--- src/logic/crosspoint_regs.vh ---
// constants for the b channel crosspoint multiplexer
// assumes byte-wide register port, indices used as addresses
`ifndef CROSSPOINT_REGS_VH
`define CROSSPOINT_REGS_VH

// ****************************************
// register map
// ****************************************
`define ADDR_PATH_ONE 8'h41
`define ADDR_PATH_TWO 8'h42
`define ADDR_PATH_THREE 8'h43
`define ADDR_IRQ_ORDER 8'h44
`define ADDR_IRQ_STATUS 8'h45
`define ADDR_IRQ_MASK 8'h46
`define ADDR_HOST_DATA 8'h47

// ****************************************
// fields
// ****************************************
`define FLD_PORT1_HI 7
`define FLD_PORT1_LO 4
`define FLD_PORT2_HI 3
`define FLD_PORT2_LO 0
`define BIT_HOST_IRQ_EN 3
`define BIT_REV_FIRST 4
`define BIT_REV_SECOND 5
`define ORDER_WRITE_MASK 8'h38
`define BIT_STATUS_HOST 4
`define STATUS_WRITE_MASK 8'h10

// ****************************************
// channel codes
// ****************************************
`define CH_NONE 4'h0
`define CH_LINE_B1 4'h1
`define CH_LINE_B2 4'h2
`define CH_CODEC 4'h3
`define CH_HOST_FIRST 4'h4
`define CH_HOST_SECOND 4'h5
`define CH_PERI_FIRST 4'h6
`define CH_PERI_THIRD 4'h8

// ****************************************
// timing
// ****************************************
`define FRAME_NS 125000
`define CLK_NS 10
`define FRAME_CYCLES (`FRAME_NS / `CLK_NS)
`define RESET_SEL 8'h00

`endif

--- src/logic/bit_order_swap.v ---
// optional bit reversal of one byte
// assumes combinational use inside the crosspoint
`timescale 1ns/100ps
`default_nettype none

module bit_order_swap (
    input wire [7:0] din,
    input wire reverse,
    output wire [7:0] dout
);
    wire [7:0] flipped;
    genvar i;

    // ****************************************
    // mirror per bit
    // ****************************************
    generate
        for (i = 0; i < 8; i = i + 1) begin : g_bit
            assign flipped[i] = din[7 - i];
        end
    endgenerate

    // lsb-first host view is the mirrored byte
    assign dout = reverse ? flipped : din;
endmodule

`default_nettype wire

--- src/logic/frame_timer.v ---
// frame boundary pulse generator
// assumes mclk free-running, count given in cycles
`timescale 1ns/100ps
`default_nettype none

module frame_timer #(
    parameter integer CYCLES = 12500
) (
    input wire mclk,
    input wire rst,
    output reg tick
);
    reg [31:0] count_q;

    // ****************************************
    // counter
    // ****************************************
    // one pulse every CYCLES clocks
    always @(posedge mclk or posedge rst) begin
        if (rst) begin
            count_q <= 32'h00000000;
            tick <= 1'b0;
        end else if (count_q == CYCLES - 1) begin
            count_q <= 32'h00000000;
            tick <= 1'b1;
        end else begin
            count_q <= count_q + 32'h00000001;
            tick <= 1'b0;
        end
    end
endmodule

`default_nettype wire

--- src/logic/b_channel_crosspoint_mux.v ---
// b channel crosspoint: routes eight logical 64 kbit/s channels, byte per frame
// assumes all channel bytes are on mclk; frame tick is internal
//
// The plain strobed port was left to the implementer.
`timescale 1ns/100ps
`default_nettype none
`include "crosspoint_regs.vh"

module b_channel_crosspoint_mux #(
    parameter integer FRAME_CYCLES = `FRAME_CYCLES
) (
    input wire mclk,
    input wire rst,
    input wire [7:0] addr,
    input wire [7:0] wdata,
    input wire wr,
    input wire rd,
    output reg [7:0] rdata,
    input wire [7:0] line_b1_in,
    input wire [7:0] line_b2_in,
    input wire [7:0] codec_in,
    input wire [7:0] peri_first_in,
    input wire [7:0] peri_second_in,
    input wire [7:0] peri_third_in,
    output reg [7:0] line_b1_out,
    output reg [7:0] line_b2_out,
    output reg [7:0] codec_out,
    output reg [7:0] peri_first_out,
    output reg [7:0] peri_second_out,
    output reg [7:0] peri_third_out,
    output reg [7:0] out_valid,
    output wire frame_tick,
    output wire irq
);
    // ****************************************
    // registers
    // ****************************************
    // selections as software last wrote them
    reg [7:0] path_one_q;
    reg [7:0] path_two_q;
    reg [7:0] path_three_q;
    reg [7:0] order_q;
    reg [7:0] status_q;
    reg [7:0] mask_q;

    // selections in force this frame; a write mid-frame never splits a byte
    reg [7:0] act_one_q;
    reg [7:0] act_two_q;
    reg [7:0] act_three_q;

    // host slot buffers in software bit order
    reg [7:0] host_tx_q;
    reg [7:0] host_tx2_q;
    reg [7:0] host_rx_q;
    reg [7:0] host_rx2_q;

    // routed bytes bound for the host slots, line bit order
    reg [7:0] rx_d;
    reg [7:0] rx2_d;

    // host data port alternates between the two slots
    reg host_wr_sel_q;

    // frame pulse and mirrored host views
    wire tick;
    wire [7:0] host_first_tx_w;
    wire [7:0] host_second_tx_w;
    wire [7:0] host_first_rx_w;
    wire [7:0] host_second_rx_w;

    // the same pulse paces the far-side units
    assign frame_tick = tick;

    frame_timer #(.CYCLES(FRAME_CYCLES)) u_timer (
        .mclk(mclk),
        .rst(rst),
        .tick(tick)
    );

    // ****************************************
    // host channel bit order
    // ****************************************
    // software holds msb-first bytes; line view mirrors on request
    bit_order_swap u_tx_first (
        .din(host_tx_q),
        .reverse(order_q[`BIT_REV_FIRST]),
        .dout(host_first_tx_w)
    );
    bit_order_swap u_tx_second (
        .din(host_tx2_q),
        .reverse(order_q[`BIT_REV_SECOND]),
        .dout(host_second_tx_w)
    );
    // received bytes are mirrored back before software reads them
    bit_order_swap u_rx_first (
        .din(rx_d),
        .reverse(order_q[`BIT_REV_FIRST]),
        .dout(host_first_rx_w)
    );
    bit_order_swap u_rx_second (
        .din(rx2_d),
        .reverse(order_q[`BIT_REV_SECOND]),
        .dout(host_second_rx_w)
    );

    // ****************************************
    // source lookup
    // ****************************************
    // undefined codes give no source
    function [8:0] src_of;
        input [3:0] code;
        input [7:0] b1, b2, cd, h1, h2, p1, p2, p3;
        begin
            case (code)
                4'h1: src_of = {1'b1, b1};
                4'h2: src_of = {1'b1, b2};
                4'h3: src_of = {1'b1, cd};
                4'h4: src_of = {1'b1, h1};
                4'h5: src_of = {1'b1, h2};
                4'h6: src_of = {1'b1, p1};
                4'h7: src_of = {1'b1, p2};
                4'h8: src_of = {1'b1, p3};
                default: src_of = 9'h000;
            endcase
        end
    endfunction

    // ****************************************
    // crosspoint
    // ****************************************
    // later registers overwrite earlier, so path three wins
    reg [7:0] dest [1:8];
    reg [8:1] dvalid;
    reg [8:0] s;
    reg [7:0] act;
    integer p, c;
    always @* begin
        // unrouted channels carry zero and are flagged empty
        for (c = 1; c <= 8; c = c + 1) begin
            dest[c] = 8'h00;
        end
        dvalid = 8'h00;
        s = 9'h000;
        act = 8'h00;
        for (p = 0; p < 3; p = p + 1) begin
            act = (p == 0) ? act_one_q : (p == 1) ? act_two_q : act_three_q;
            // port one receives port two
            s = src_of(act[`FLD_PORT2_HI:`FLD_PORT2_LO], line_b1_in, line_b2_in, codec_in,
                host_first_tx_w, host_second_tx_w, peri_first_in, peri_second_in, peri_third_in);
            for (c = 1; c <= 8; c = c + 1) begin
                if (s[8] && act[`FLD_PORT1_HI:`FLD_PORT1_LO] == c) begin
                    dest[c] = s[7:0];
                    dvalid[c] = 1'b1;
                end
            end
            // port two receives port one
            s = src_of(act[`FLD_PORT1_HI:`FLD_PORT1_LO], line_b1_in, line_b2_in, codec_in,
                host_first_tx_w, host_second_tx_w, peri_first_in, peri_second_in, peri_third_in);
            for (c = 1; c <= 8; c = c + 1) begin
                if (s[8] && act[`FLD_PORT2_HI:`FLD_PORT2_LO] == c) begin
                    dest[c] = s[7:0];
                    dvalid[c] = 1'b1;
                end
            end
        end
        // host slots pick up their byte from the same table
        rx_d = dest[4];
        rx2_d = dest[5];
    end

    // ****************************************
    // frame transfer
    // ****************************************
    // one byte each way per 125 us frame; settings latched at boundary
    always @(posedge mclk or posedge rst) begin
        if (rst) begin
            act_one_q <= `RESET_SEL;
            act_two_q <= `RESET_SEL;
            act_three_q <= `RESET_SEL;
            line_b1_out <= 8'h00;
            line_b2_out <= 8'h00;
            codec_out <= 8'h00;
            peri_first_out <= 8'h00;
            peri_second_out <= 8'h00;
            peri_third_out <= 8'h00;
            host_rx_q <= 8'h00;
            host_rx2_q <= 8'h00;
            out_valid <= 8'h00;
        end else if (tick) begin
            act_one_q <= path_one_q;
            act_two_q <= path_two_q;
            act_three_q <= path_three_q;
            line_b1_out <= dest[1];
            line_b2_out <= dest[2];
            codec_out <= dest[3];
            peri_first_out <= dest[6];
            peri_second_out <= dest[7];
            peri_third_out <= dest[8];
            // a host slot keeps its last byte when nothing feeds it
            if (dvalid[4]) begin
                host_rx_q <= host_first_rx_w;
            end
            if (dvalid[5]) begin
                host_rx2_q <= host_second_rx_w;
            end
            // flags tell the far side which slots carry a byte
            out_valid <= dvalid;
        end
    end

    // ****************************************
    // register writes and status
    // ****************************************
    // host byte arrival sets status; set beats write-one clear
    wire host_event = tick && (dvalid[4] || dvalid[5]);
    always @(posedge mclk or posedge rst) begin
        if (rst) begin
            path_one_q <= `RESET_SEL;
            path_two_q <= `RESET_SEL;
            path_three_q <= `RESET_SEL;
            order_q <= `RESET_SEL;
            status_q <= 8'h00;
            mask_q <= 8'h00;
            host_tx_q <= 8'h00;
            host_tx2_q <= 8'h00;
            host_wr_sel_q <= 1'b0;
        end else begin
            if (wr) begin
                if (addr == `ADDR_PATH_ONE) begin
                    path_one_q <= wdata;
                end else if (addr == `ADDR_PATH_TWO) begin
                    path_two_q <= wdata;
                end else if (addr == `ADDR_PATH_THREE) begin
                    path_three_q <= wdata;
                end else if (addr == `ADDR_IRQ_ORDER) begin
                    order_q <= wdata & `ORDER_WRITE_MASK;
                end else if (addr == `ADDR_IRQ_MASK) begin
                    // only the host byte bit exists in status and mask
                    mask_q <= wdata & `STATUS_WRITE_MASK;
                end else if (addr == `ADDR_HOST_DATA) begin
                    // alternate writes fill first then second host slot
                    if (host_wr_sel_q) begin
                        host_tx2_q <= wdata;
                    end else begin
                        host_tx_q <= wdata;
                    end
                    host_wr_sel_q <= ~host_wr_sel_q;
                end
            end
            // clear and set together: the set stays so no byte goes unnoticed
            if (wr && addr == `ADDR_IRQ_STATUS) begin
                status_q <= (status_q & ~(wdata & `STATUS_WRITE_MASK))
                    | {3'b000, host_event, 4'h0};
            end else if (host_event) begin
                status_q[`BIT_STATUS_HOST] <= 1'b1;
            end
        end
    end

    // enable bit and mask both gate the line
    assign irq = status_q[`BIT_STATUS_HOST] & order_q[`BIT_HOST_IRQ_EN] & mask_q[`BIT_STATUS_HOST];

    // ****************************************
    // read port
    // ****************************************
    // unmapped addresses read zero
    always @(posedge mclk or posedge rst) begin
        if (rst) begin
            rdata <= 8'h00;
        end else if (rd) begin
            if (addr == `ADDR_PATH_ONE) begin
                rdata <= path_one_q;
            end else if (addr == `ADDR_PATH_TWO) begin
                rdata <= path_two_q;
            end else if (addr == `ADDR_PATH_THREE) begin
                rdata <= path_three_q;
            end else if (addr == `ADDR_IRQ_ORDER) begin
                rdata <= order_q;
            end else if (addr == `ADDR_IRQ_STATUS) begin
                rdata <= status_q;
            end else if (addr == `ADDR_IRQ_MASK) begin
                rdata <= mask_q;
            end else if (addr == `ADDR_HOST_DATA) begin
                // the slot named by the write toggle is the one read back
                rdata <= host_wr_sel_q ? host_rx2_q : host_rx_q;
            end else begin
                rdata <= 8'h00;
            end
        end else begin
            // idle cycles read zero so stale data never lingers on the bus
            rdata <= 8'h00;
        end
    end
endmodule

`default_nettype wire

--- config.mk ---
export PLATFORM = sky130hd
export DESIGN_NAME = b_channel_crosspoint_mux
export DESIGN_NICKNAME = d
export VERILOG_FILES = /design/src/logic/bit_order_swap.v /design/src/logic/frame_timer.v /design/src/logic/b_channel_crosspoint_mux.v
export VERILOG_INCLUDE_DIRS = /design/src /design/src/logic
export SDC_FILE = /design/constraint.sdc
export NUM_CORES = 1
export LEC_CHECK = 0
export BUFFER_PORTS_ARGS = -buffer_cell sky130_fd_sc_hd__buf_2
export CAP_MARGIN = 20
export CORE_MARGIN = 2
export CORE_UTILIZATION = 40
export CTS_CLUSTER_SIZE = 14
export DETAILED_ROUTE_END_ITERATION = 6
export GPL_TIMING_DRIVEN = 0
export PLACE_DENSITY = 0.64
export SKIP_LAST_GASP = 1
export SLEW_MARGIN = 20
export SYNTH_ARGS = -nofsm -noshare
export SYNTH_HDL_FRONTEND = slang
export SYNTH_SLANG_ARGS = --single-unit
--- constraint.sdc ---
create_clock -name mclk -period 6 [get_ports mclk]
set_input_delay 0.6 -clock mclk [delete_from_list [all_inputs] [get_ports mclk]]
set_output_delay 0.6 -clock mclk [all_outputs]
set_load 0.005 [all_outputs]
* After elaboration in Yosys (flattened, before gate mapping)
Cells that the tools add are included.
** Cells by class
- $add $sub $neg :: 1
- Equality and inequality tests :: 56
- Multiplexer cells :: 119
- Bitwise logic cells :: 11
- Reductions and logical operators :: 62
** Operators with widths (number)
- 8-bit 2-to-1 mux :: 61
- 9-bit one-hot mux with 8 select lines :: 6
- 4-bit by 3-bit == test with 1-bit output, second input constant :: 24
- 8-bit by 7-bit == test with 1-bit output, second input constant :: 7
- 1-bit 2-to-1 mux :: 51
- 1-bit logical AND :: 50
- 4-bit by 2-bit == test with 1-bit output, second input constant :: 12
- 32-bit by 1-bit adder with 32-bit output, second input constant :: 1
- 32-bit by 14-bit == test with 1-bit output, second input constant :: 1
- 32-bit 2-to-1 mux :: 1
- 4-bit by 1-bit == test with 1-bit output, second input constant :: 6
- 4-bit == test, second input constant :: 6
- 8-bit AND reduction :: 2
- 8-bit AND :: 1
- 5-bit NOT with 8-bit output :: 1
- 8-bit by 5-bit bitwise OR with 8-bit output :: 1
- 7-bit AND reduction :: 1
- 1-bit NOT :: 6
- 2-bit AND reduction :: 3
- 6-bit AND reduction :: 1
- 5-bit AND reduction :: 1
- 4-bit AND reduction :: 1
- 3-bit AND reduction :: 1
- 1-bit AND :: 2
- 2 further kinds :: 2
** Storage, ports and cells
- Flip-flop bits (word level) :: 190
- Input port bits :: 68

* Depth between registers and ports, before layout
- Word-level depth :: 13
- Depth in mapped cells :: 12
- Gate-level depth less buffers :: 8

* Cells and area by module
From an unflattened synthesis, not the netlist that was laid out.
** Unflattened totals
- Cell total of the unflattened synthesis :: 1767
- Area total of the unflattened synthesis :: 15483.6 um^2
** Modules (own cells, without submodules)
- b_channel_crosspoint_mux :: times used 1, cells an instance 1588, area an instance 13365.3 um^2
- frame_timer :: times used 1, cells an instance 143, area an instance 1592.8 um^2
- bit_order_swap :: times used 4, cells an instance 9, area an instance 131.4 um^2

* Worst setup path before layout
Ideal clock, no wire load.
- Path kind :: register to register
- Start :: reg act_two_q[0]
- End :: reg host_rx_q[6]
- Library setup time :: 126 ps
- Arrival time :: 2339 ps
- Setup slack :: 3535 ps
- Cell stages (with the launch flop) :: 10
- Path buffers :: 2
- Path through :: dfrtp_1 > buf_6 > or4_4 > and2_1 > buf_6 > nand2_8 > nand2_4 > o41ai_4 > nor2_2 > a221o_1
** On the way
- Longest elaborated chain between the ends :: 8
- Elaborated cells on any way between the ends :: 21
- Classes of those cells :: eq/ne: 8; mux: 10; reduce/logical: 3
** Ends and longest elaborated chain
- from (decl) :: line b_channel_crosspoint_mux.v:48 : reg [7:0] act_two_q;
- from (signal assigned) :: line b_channel_crosspoint_mux.v:178 : act_two_q <= `RESET_SEL;
- from (signal assigned) :: line b_channel_crosspoint_mux.v:191 : act_two_q <= path_two_q;
- 4-bit == test, or another cell as far along :: line b_channel_crosspoint_mux.v:114 : case (code)
- 9-bit one-hot mux with 8 select lines :: line b_channel_crosspoint_mux.v:114
- 1-bit logical AND :: line b_channel_crosspoint_mux.v:151 : if (s[8] && act[`FLD_PORT1_HI:`FLD_PORT1_LO] == c) begin
- 8-bit 2-to-1 mux / 1-bit 2-to-1 mux (equally long branches) :: line b_channel_crosspoint_mux.v:151
- 8-bit 2-to-1 mux / 1-bit 2-to-1 mux (equally long branches) :: line b_channel_crosspoint_mux.v:160 : if (s[8] && act[`FLD_PORT2_HI:`FLD_PORT2_LO] == c) begin
- 8-bit 2-to-1 mux / 1-bit 2-to-1 mux (equally long branches) :: line b_channel_crosspoint_mux.v:151
- 8-bit 2-to-1 mux / 1-bit 2-to-1 mux (equally long branches) :: line b_channel_crosspoint_mux.v:160
- 8-bit 2-to-1 mux / 2-bit AND reduction (equally long branches)
- to (signal assigned) :: line b_channel_crosspoint_mux.v:201 : host_rx_q <= host_first_rx_w;
- to (decl) :: line b_channel_crosspoint_mux.v:54 : reg [7:0] host_rx_q;
Several ways; a longest one is shown, not always the timed one.
A chain may end at the register's enable or synchronous reset.

* Worst setup path after layout
- Start :: reg act_two_q[2]
- End :: reg host_rx2_q[4]
** On the way
- Longest elaborated chain between the ends :: 8
- Elaborated cells on any way between the ends :: 21
- Classes of those cells :: eq/ne: 8; mux: 10; reduce/logical: 3
** Ends and longest elaborated chain
- 4-bit == test, or another cell as far along :: line b_channel_crosspoint_mux.v:114
- 9-bit one-hot mux with 8 select lines :: line b_channel_crosspoint_mux.v:114
- 1-bit logical AND :: line b_channel_crosspoint_mux.v:151
- 8-bit 2-to-1 mux / 1-bit 2-to-1 mux (equally long branches) :: line b_channel_crosspoint_mux.v:151
- 8-bit 2-to-1 mux / 1-bit 2-to-1 mux (equally long branches) :: line b_channel_crosspoint_mux.v:160
- 8-bit 2-to-1 mux / 1-bit 2-to-1 mux (equally long branches) :: line b_channel_crosspoint_mux.v:151
- 8-bit 2-to-1 mux / 1-bit 2-to-1 mux (equally long branches) :: line b_channel_crosspoint_mux.v:160
- 8-bit 2-to-1 mux / 2-bit AND reduction (equally long branches)
- to (signal assigned) :: line b_channel_crosspoint_mux.v:204 : host_rx2_q <= host_second_rx_w;
- to (decl) :: line b_channel_crosspoint_mux.v:55 : reg [7:0] host_rx2_q;
Several ways; a longest one is shown, not always the timed one.

==> load_flow_metrics.sql <==
INSERT INTO impl_metrics (metric_group, metric, value, unit) VALUES
('logic_synthesis', 'synthDominantAreaCellType', 'sky130_fd_sc_hd__dfrtp_1', ''),
('clock_network', 'clock_tree_from_tritoncts', 'done', ''),
('sta', 'headroom_to_the_max_slew_limit', '0.203', ''),
('run_status', 'outcome', 'finished clean', ''),
('logic_synthesis', 'synth_fa_ha_area_frac', '0.000843', ''),
('sta', 'setup_viol', '0', ''),
('worst_setup_path', 'timing.critical_path.cells', 'buf_2, clkbuf_1, and3b_1, o21ai_0, nand4_1, nor3_1, nor3_1, a2111o_1, o311a_1', ''),
('logic_synthesis', 'mappedNetlistNets', '1821', ''),
('clock_network', 'largest_buffer_count_on_any_clock_path', '2', ''),
('power', 'power_density', '156', 'mW/mm2'),
('clock_network', 'cts_max_level', '4', ''),
('floorplanning', 'initial_core_util', '0.405', ''),
('logic_synthesis', 'async_flop_share', '1.00', ''),
('sta', 'fin_worst_hold_slack', '0.115', 'ns'),
('logic_synthesis', 'synth.top_cells.by_count', 'sky130_fd_sc_hd__nand2_1, sky130_fd_sc_hd__dfrtp_1, sky130_fd_sc_hd__o21ai_0', ''),
('flow_run', 'max-cap-violations', '0', ''),
('clock_network', 'cts_resized', '0', ''),
('power', 'vdd_drop_max', '0.215', 'mV'),
('floorplanning', 'design.die.area', '0.0386', 'mm2'),
('sta', 'fin_crit', '3.95', 'ns'),
('worst_setup_path', 'critical_path.max_fanout', '10', ''),
('worst_setup_path', 'cp-end-kind', 'flip-flop', ''),
('floorplanning', 'placementRows', '70', ''),
('detailed_routing', 'remaining_drc_errors', '0', ''),
('worst_setup_path', 'crit_slowest_cell', 'sky130_fd_sc_hd__nand4_1', ''),
('logic_synthesis', 'synthCells', '1752', ''),
('clock_network', 'post_cts_buffers', '0', ''),
('floorplanning', 'core_area', '0.0366', 'mm2'),
('floorplanning', 'boundaryPins', '134', ''),
('power', 'p_leak', '0.00706', 'uW'),
('worst_setup_path', 'worst_ep_required_time', '6.36', 'ns'),
('hold_path', 'timing.hold.worst.class', 'input port to asynchronous set/reset pin', ''),
('global_routing', 'grt_first_pass_wirelength', '113', 'mm'),
('detailed_routing', 'detail_route.iter0.violations', '2518', ''),
('worst_setup_path', 'cell_class_contributing_the_biggest_share_of_worst_path_delay', 'simple AND/OR/NAND/NOR gates', ''),
('cells_and_area', 'finish.net_count', '1982', ''),
('logic_synthesis', 'synth_edf_count', '0', ''),
('global_routing', 'initial_antenna_violation_count', '3', ''),
('detailed_routing', 'drt-vias-per-instance', '7.04', ''),
('logic_synthesis', 'syn-cell-area', '0.0148', 'mm2'),
('sta', 'timing_max_transition_violations_final', '0', ''),
('global_routing', 'grt_pass1_vias', '16100', ''),
('global_routing', 'grt-ovfl-total', '0', ''),
('logic_synthesis', 'synthMostInstantiatedCell', 'sky130_fd_sc_hd__nand2_1', ''),
('placement', 'place.port_buffers', '133', ''),
('worst_setup_path', 'timing.critical_path.arrival', '4.31', 'ns'),
('logic_synthesis', 'synthMuxAreaShare', '0.0975', ''),
('worst_setup_path', 'crit_path_buffers_inverters', '2', ''),
('logic_synthesis', 'synthTopCellsByArea', 'sky130_fd_sc_hd__dfrtp_1, sky130_fd_sc_hd__mux2_2, sky130_fd_sc_hd__nand2_1, sky130_fd_sc_hd__a22oi_1, sky130_fd_sc_hd__o21ai_0', ''),
('cells_and_area', 'layout.filler_cells', '3646', ''),
('global_routing', 'grtUsageMet3', '0.131', ''),
('worst_setup_path', 'timing.critical_path.from_type', 'flip-flop', ''),
('placement', 'gp_congestion', '1.09', ''),
('logic_synthesis', 'synth_top_family_by_area', 'compound AO/OA/AOI/OAI gates', ''),
('sta', 'worst_clock_skew', '0.0189', 'ns'),
('logic_synthesis', 'yosys.cell_types.count', '94', ''),
('global_routing', 'pin_count_of_the_biggest_net_entering_global_routing', '70', ''),
('cells_and_area', 'largest_reg_flops', '32', ''),
('clock_network', 'post_cts_hold_buffer_count', '0', ''),
('sta', 'worst_slew_pin_slew', '1.19', 'ns'),
('logic_synthesis', 'yosysWarningCount', '0', ''),
('placement', 'detailedPlacementHpwl', '58.4', 'mm'),
('clock_network', 'clkSlewWorstSetupHoldPaths', '0.09', 'ns'),
('logic_synthesis', 'synth-xor-area-share', '0.0183', ''),
('clock_network', 'ctsRootBufferMaster', 'sky130_fd_sc_hd__clkbuf_16', ''),
('clock_network', 'cts_sinks', '183', ''),
('worst_setup_path', 'max_stage_delay', '0.81', 'ns'),
('logic_synthesis', 'postSynthRegisterBits', '183', ''),
('cells_and_area', 'proportion_of_layout_cells_with_a_drive_suffix_above_1', '0.211', ''),
('logic_synthesis', 'synth-seq-area-share', '0.309', ''),
('sta', 'final_min_period_over_clock_period', '0.659', '');
cell usage in the layout (no fill, tap or decap), types with 11 or more instances in the layout:
cell type / Yosys / final
sky130_fd_sc_hd__o211ai_1: 25 / 25
sky130_fd_sc_hd__and3b_1: 15 / 15
sky130_fd_sc_hd__and3_1: 33 / 33
sky130_fd_sc_hd__a22oi_1: 100 / 100
sky130_fd_sc_hd__buf_4: 6 / 12
sky130_fd_sc_hd__and2_1: 11 / 11
sky130_fd_sc_hd__nand4_1: 18 / 18
sky130_fd_sc_hd__o221ai_1: 20 / 20
sky130_fd_sc_hd__nand3_1: 64 / 64
sky130_fd_sc_hd__buf_2: 46 / 180
sky130_fd_sc_hd__nand2_1: 207 / 207
sky130_fd_sc_hd__nor3_1: 26 / 26
sky130_fd_sc_hd__a221o_1: 13 / 13
sky130_fd_sc_hd__clkbuf_1: 58 / 58
sky130_fd_sc_hd__o22ai_1: 29 / 29
sky130_fd_sc_hd__xor2_1: 14 / 14
sky130_fd_sc_hd__mux2_2: 100 / 100
sky130_fd_sc_hd__a221oi_1: 20 / 20
sky130_fd_sc_hd__o31ai_1: 17 / 17
sky130_fd_sc_hd__a222oi_1: 20 / 20
sky130_fd_sc_hd__a21oi_1: 101 / 99
sky130_fd_sc_hd__inv_1: 27 / 26
sky130_fd_sc_hd__nand2b_1: 19 / 19
sky130_fd_sc_hd__nor2_1: 113 / 113
sky130_fd_sc_hd__a211oi_1: 23 / 23
sky130_fd_sc_hd__mux2i_1: 26 / 26
sky130_fd_sc_hd__buf_1: 11 / 11
sky130_fd_sc_hd__clkbuf_16: 0 / 17
sky130_fd_sc_hd__dfrtp_1: 183 / 183
sky130_fd_sc_hd__nor4b_2: 12 / 11
sky130_fd_sc_hd__a31oi_1: 19 / 19
sky130_fd_sc_hd__o21ai_0: 136 / 135
sky130_fd_sc_hd__a22o_1: 18 / 18
sky130_fd_sc_hd__xnor2_1: 17 / 17
sky130_fd_sc_hd__nor2b_1: 21 / 21
layout make-up:
cell class | instances | area (um2) | share of cell area
well taps | 468 | 586 | 0.0346
diodes | 3 | 7.51 | 0.000443
clock buffers | 17 | 425 | 0.0251
inverters | 27 | 109 | 0.00642
plain buffers | 130 | 636 | 0.0375
flip-flops and latches | 183 | 4580 | 0.270
multi-input cells | 1412 | 9630 | 0.568
repair buffers | 142 | 771 | 0.0455
clock inverters | 15 | 198 | 0.0117
power breakdown:
group	internal [uW]	total (uW)	switching, uW
clock network	571	1190	615
registers	1240	1260	13.6
logic	56.2	192	136
total	1870	2640	765
cells by family after synthesis:
family | count (synthesis)
simple gates | 635
compound gates | 616
flops | 183
buf+inv | 157
mux | 129
xor+xnor | 31
fa+ha+maj | 1
routing by layer:
layer,wire length (um),vias up
li1,-,7074
met1,31500,8100
met2,32400,1330
met3,9650,381
met4,6500,0
met5,0,-
stage by stage:
| stage | power [uW] | setup WS (ns) | utilization | cells | setup TNS [ns] |
|---|---|---|---|---|---|
| 2_1_floorplan | 1350 | 0.428 | - | 1752 | 0 |
| 3_3_place_gp | 1460 | -1.57 | 0.439 | 2353 | -281.59 |
| 3_5_place_dp | 1470 | 2.33 | 0.446 | 2362 | 0 |
| 4_1_cts | 2640 | 2.29 | 0.463 | 2394 | 0 |
| 5_1_grt | 2700 | 2.10 | 0.463 | 2394 | 0 |
| 6_report | 2640 | 2.05 | 0.463 | 2397 | 0 |
path summary, 6_finish.rpt:
kind                                     start                  end  slack [ns]  depth (start not counted)
setup / recovery                  act_two_q[2]        host_rx2_q[4]        2.05                          9
hold / removal                             rst         out_valid[6]        0.12                          2
setup reg to reg                  act_two_q[2]        host_rx2_q[4]        2.05                          9
hold reg to reg            u_timer.count_q[31]  u_timer.count_q[31]        0.48                          1
max in group asynchronous                  rst        path_one_q[5]        4.86                          4
min in group mclk                     wdata[6]      path_three_q[6]        0.44                          2
Power figures use the tool's default switching activity.
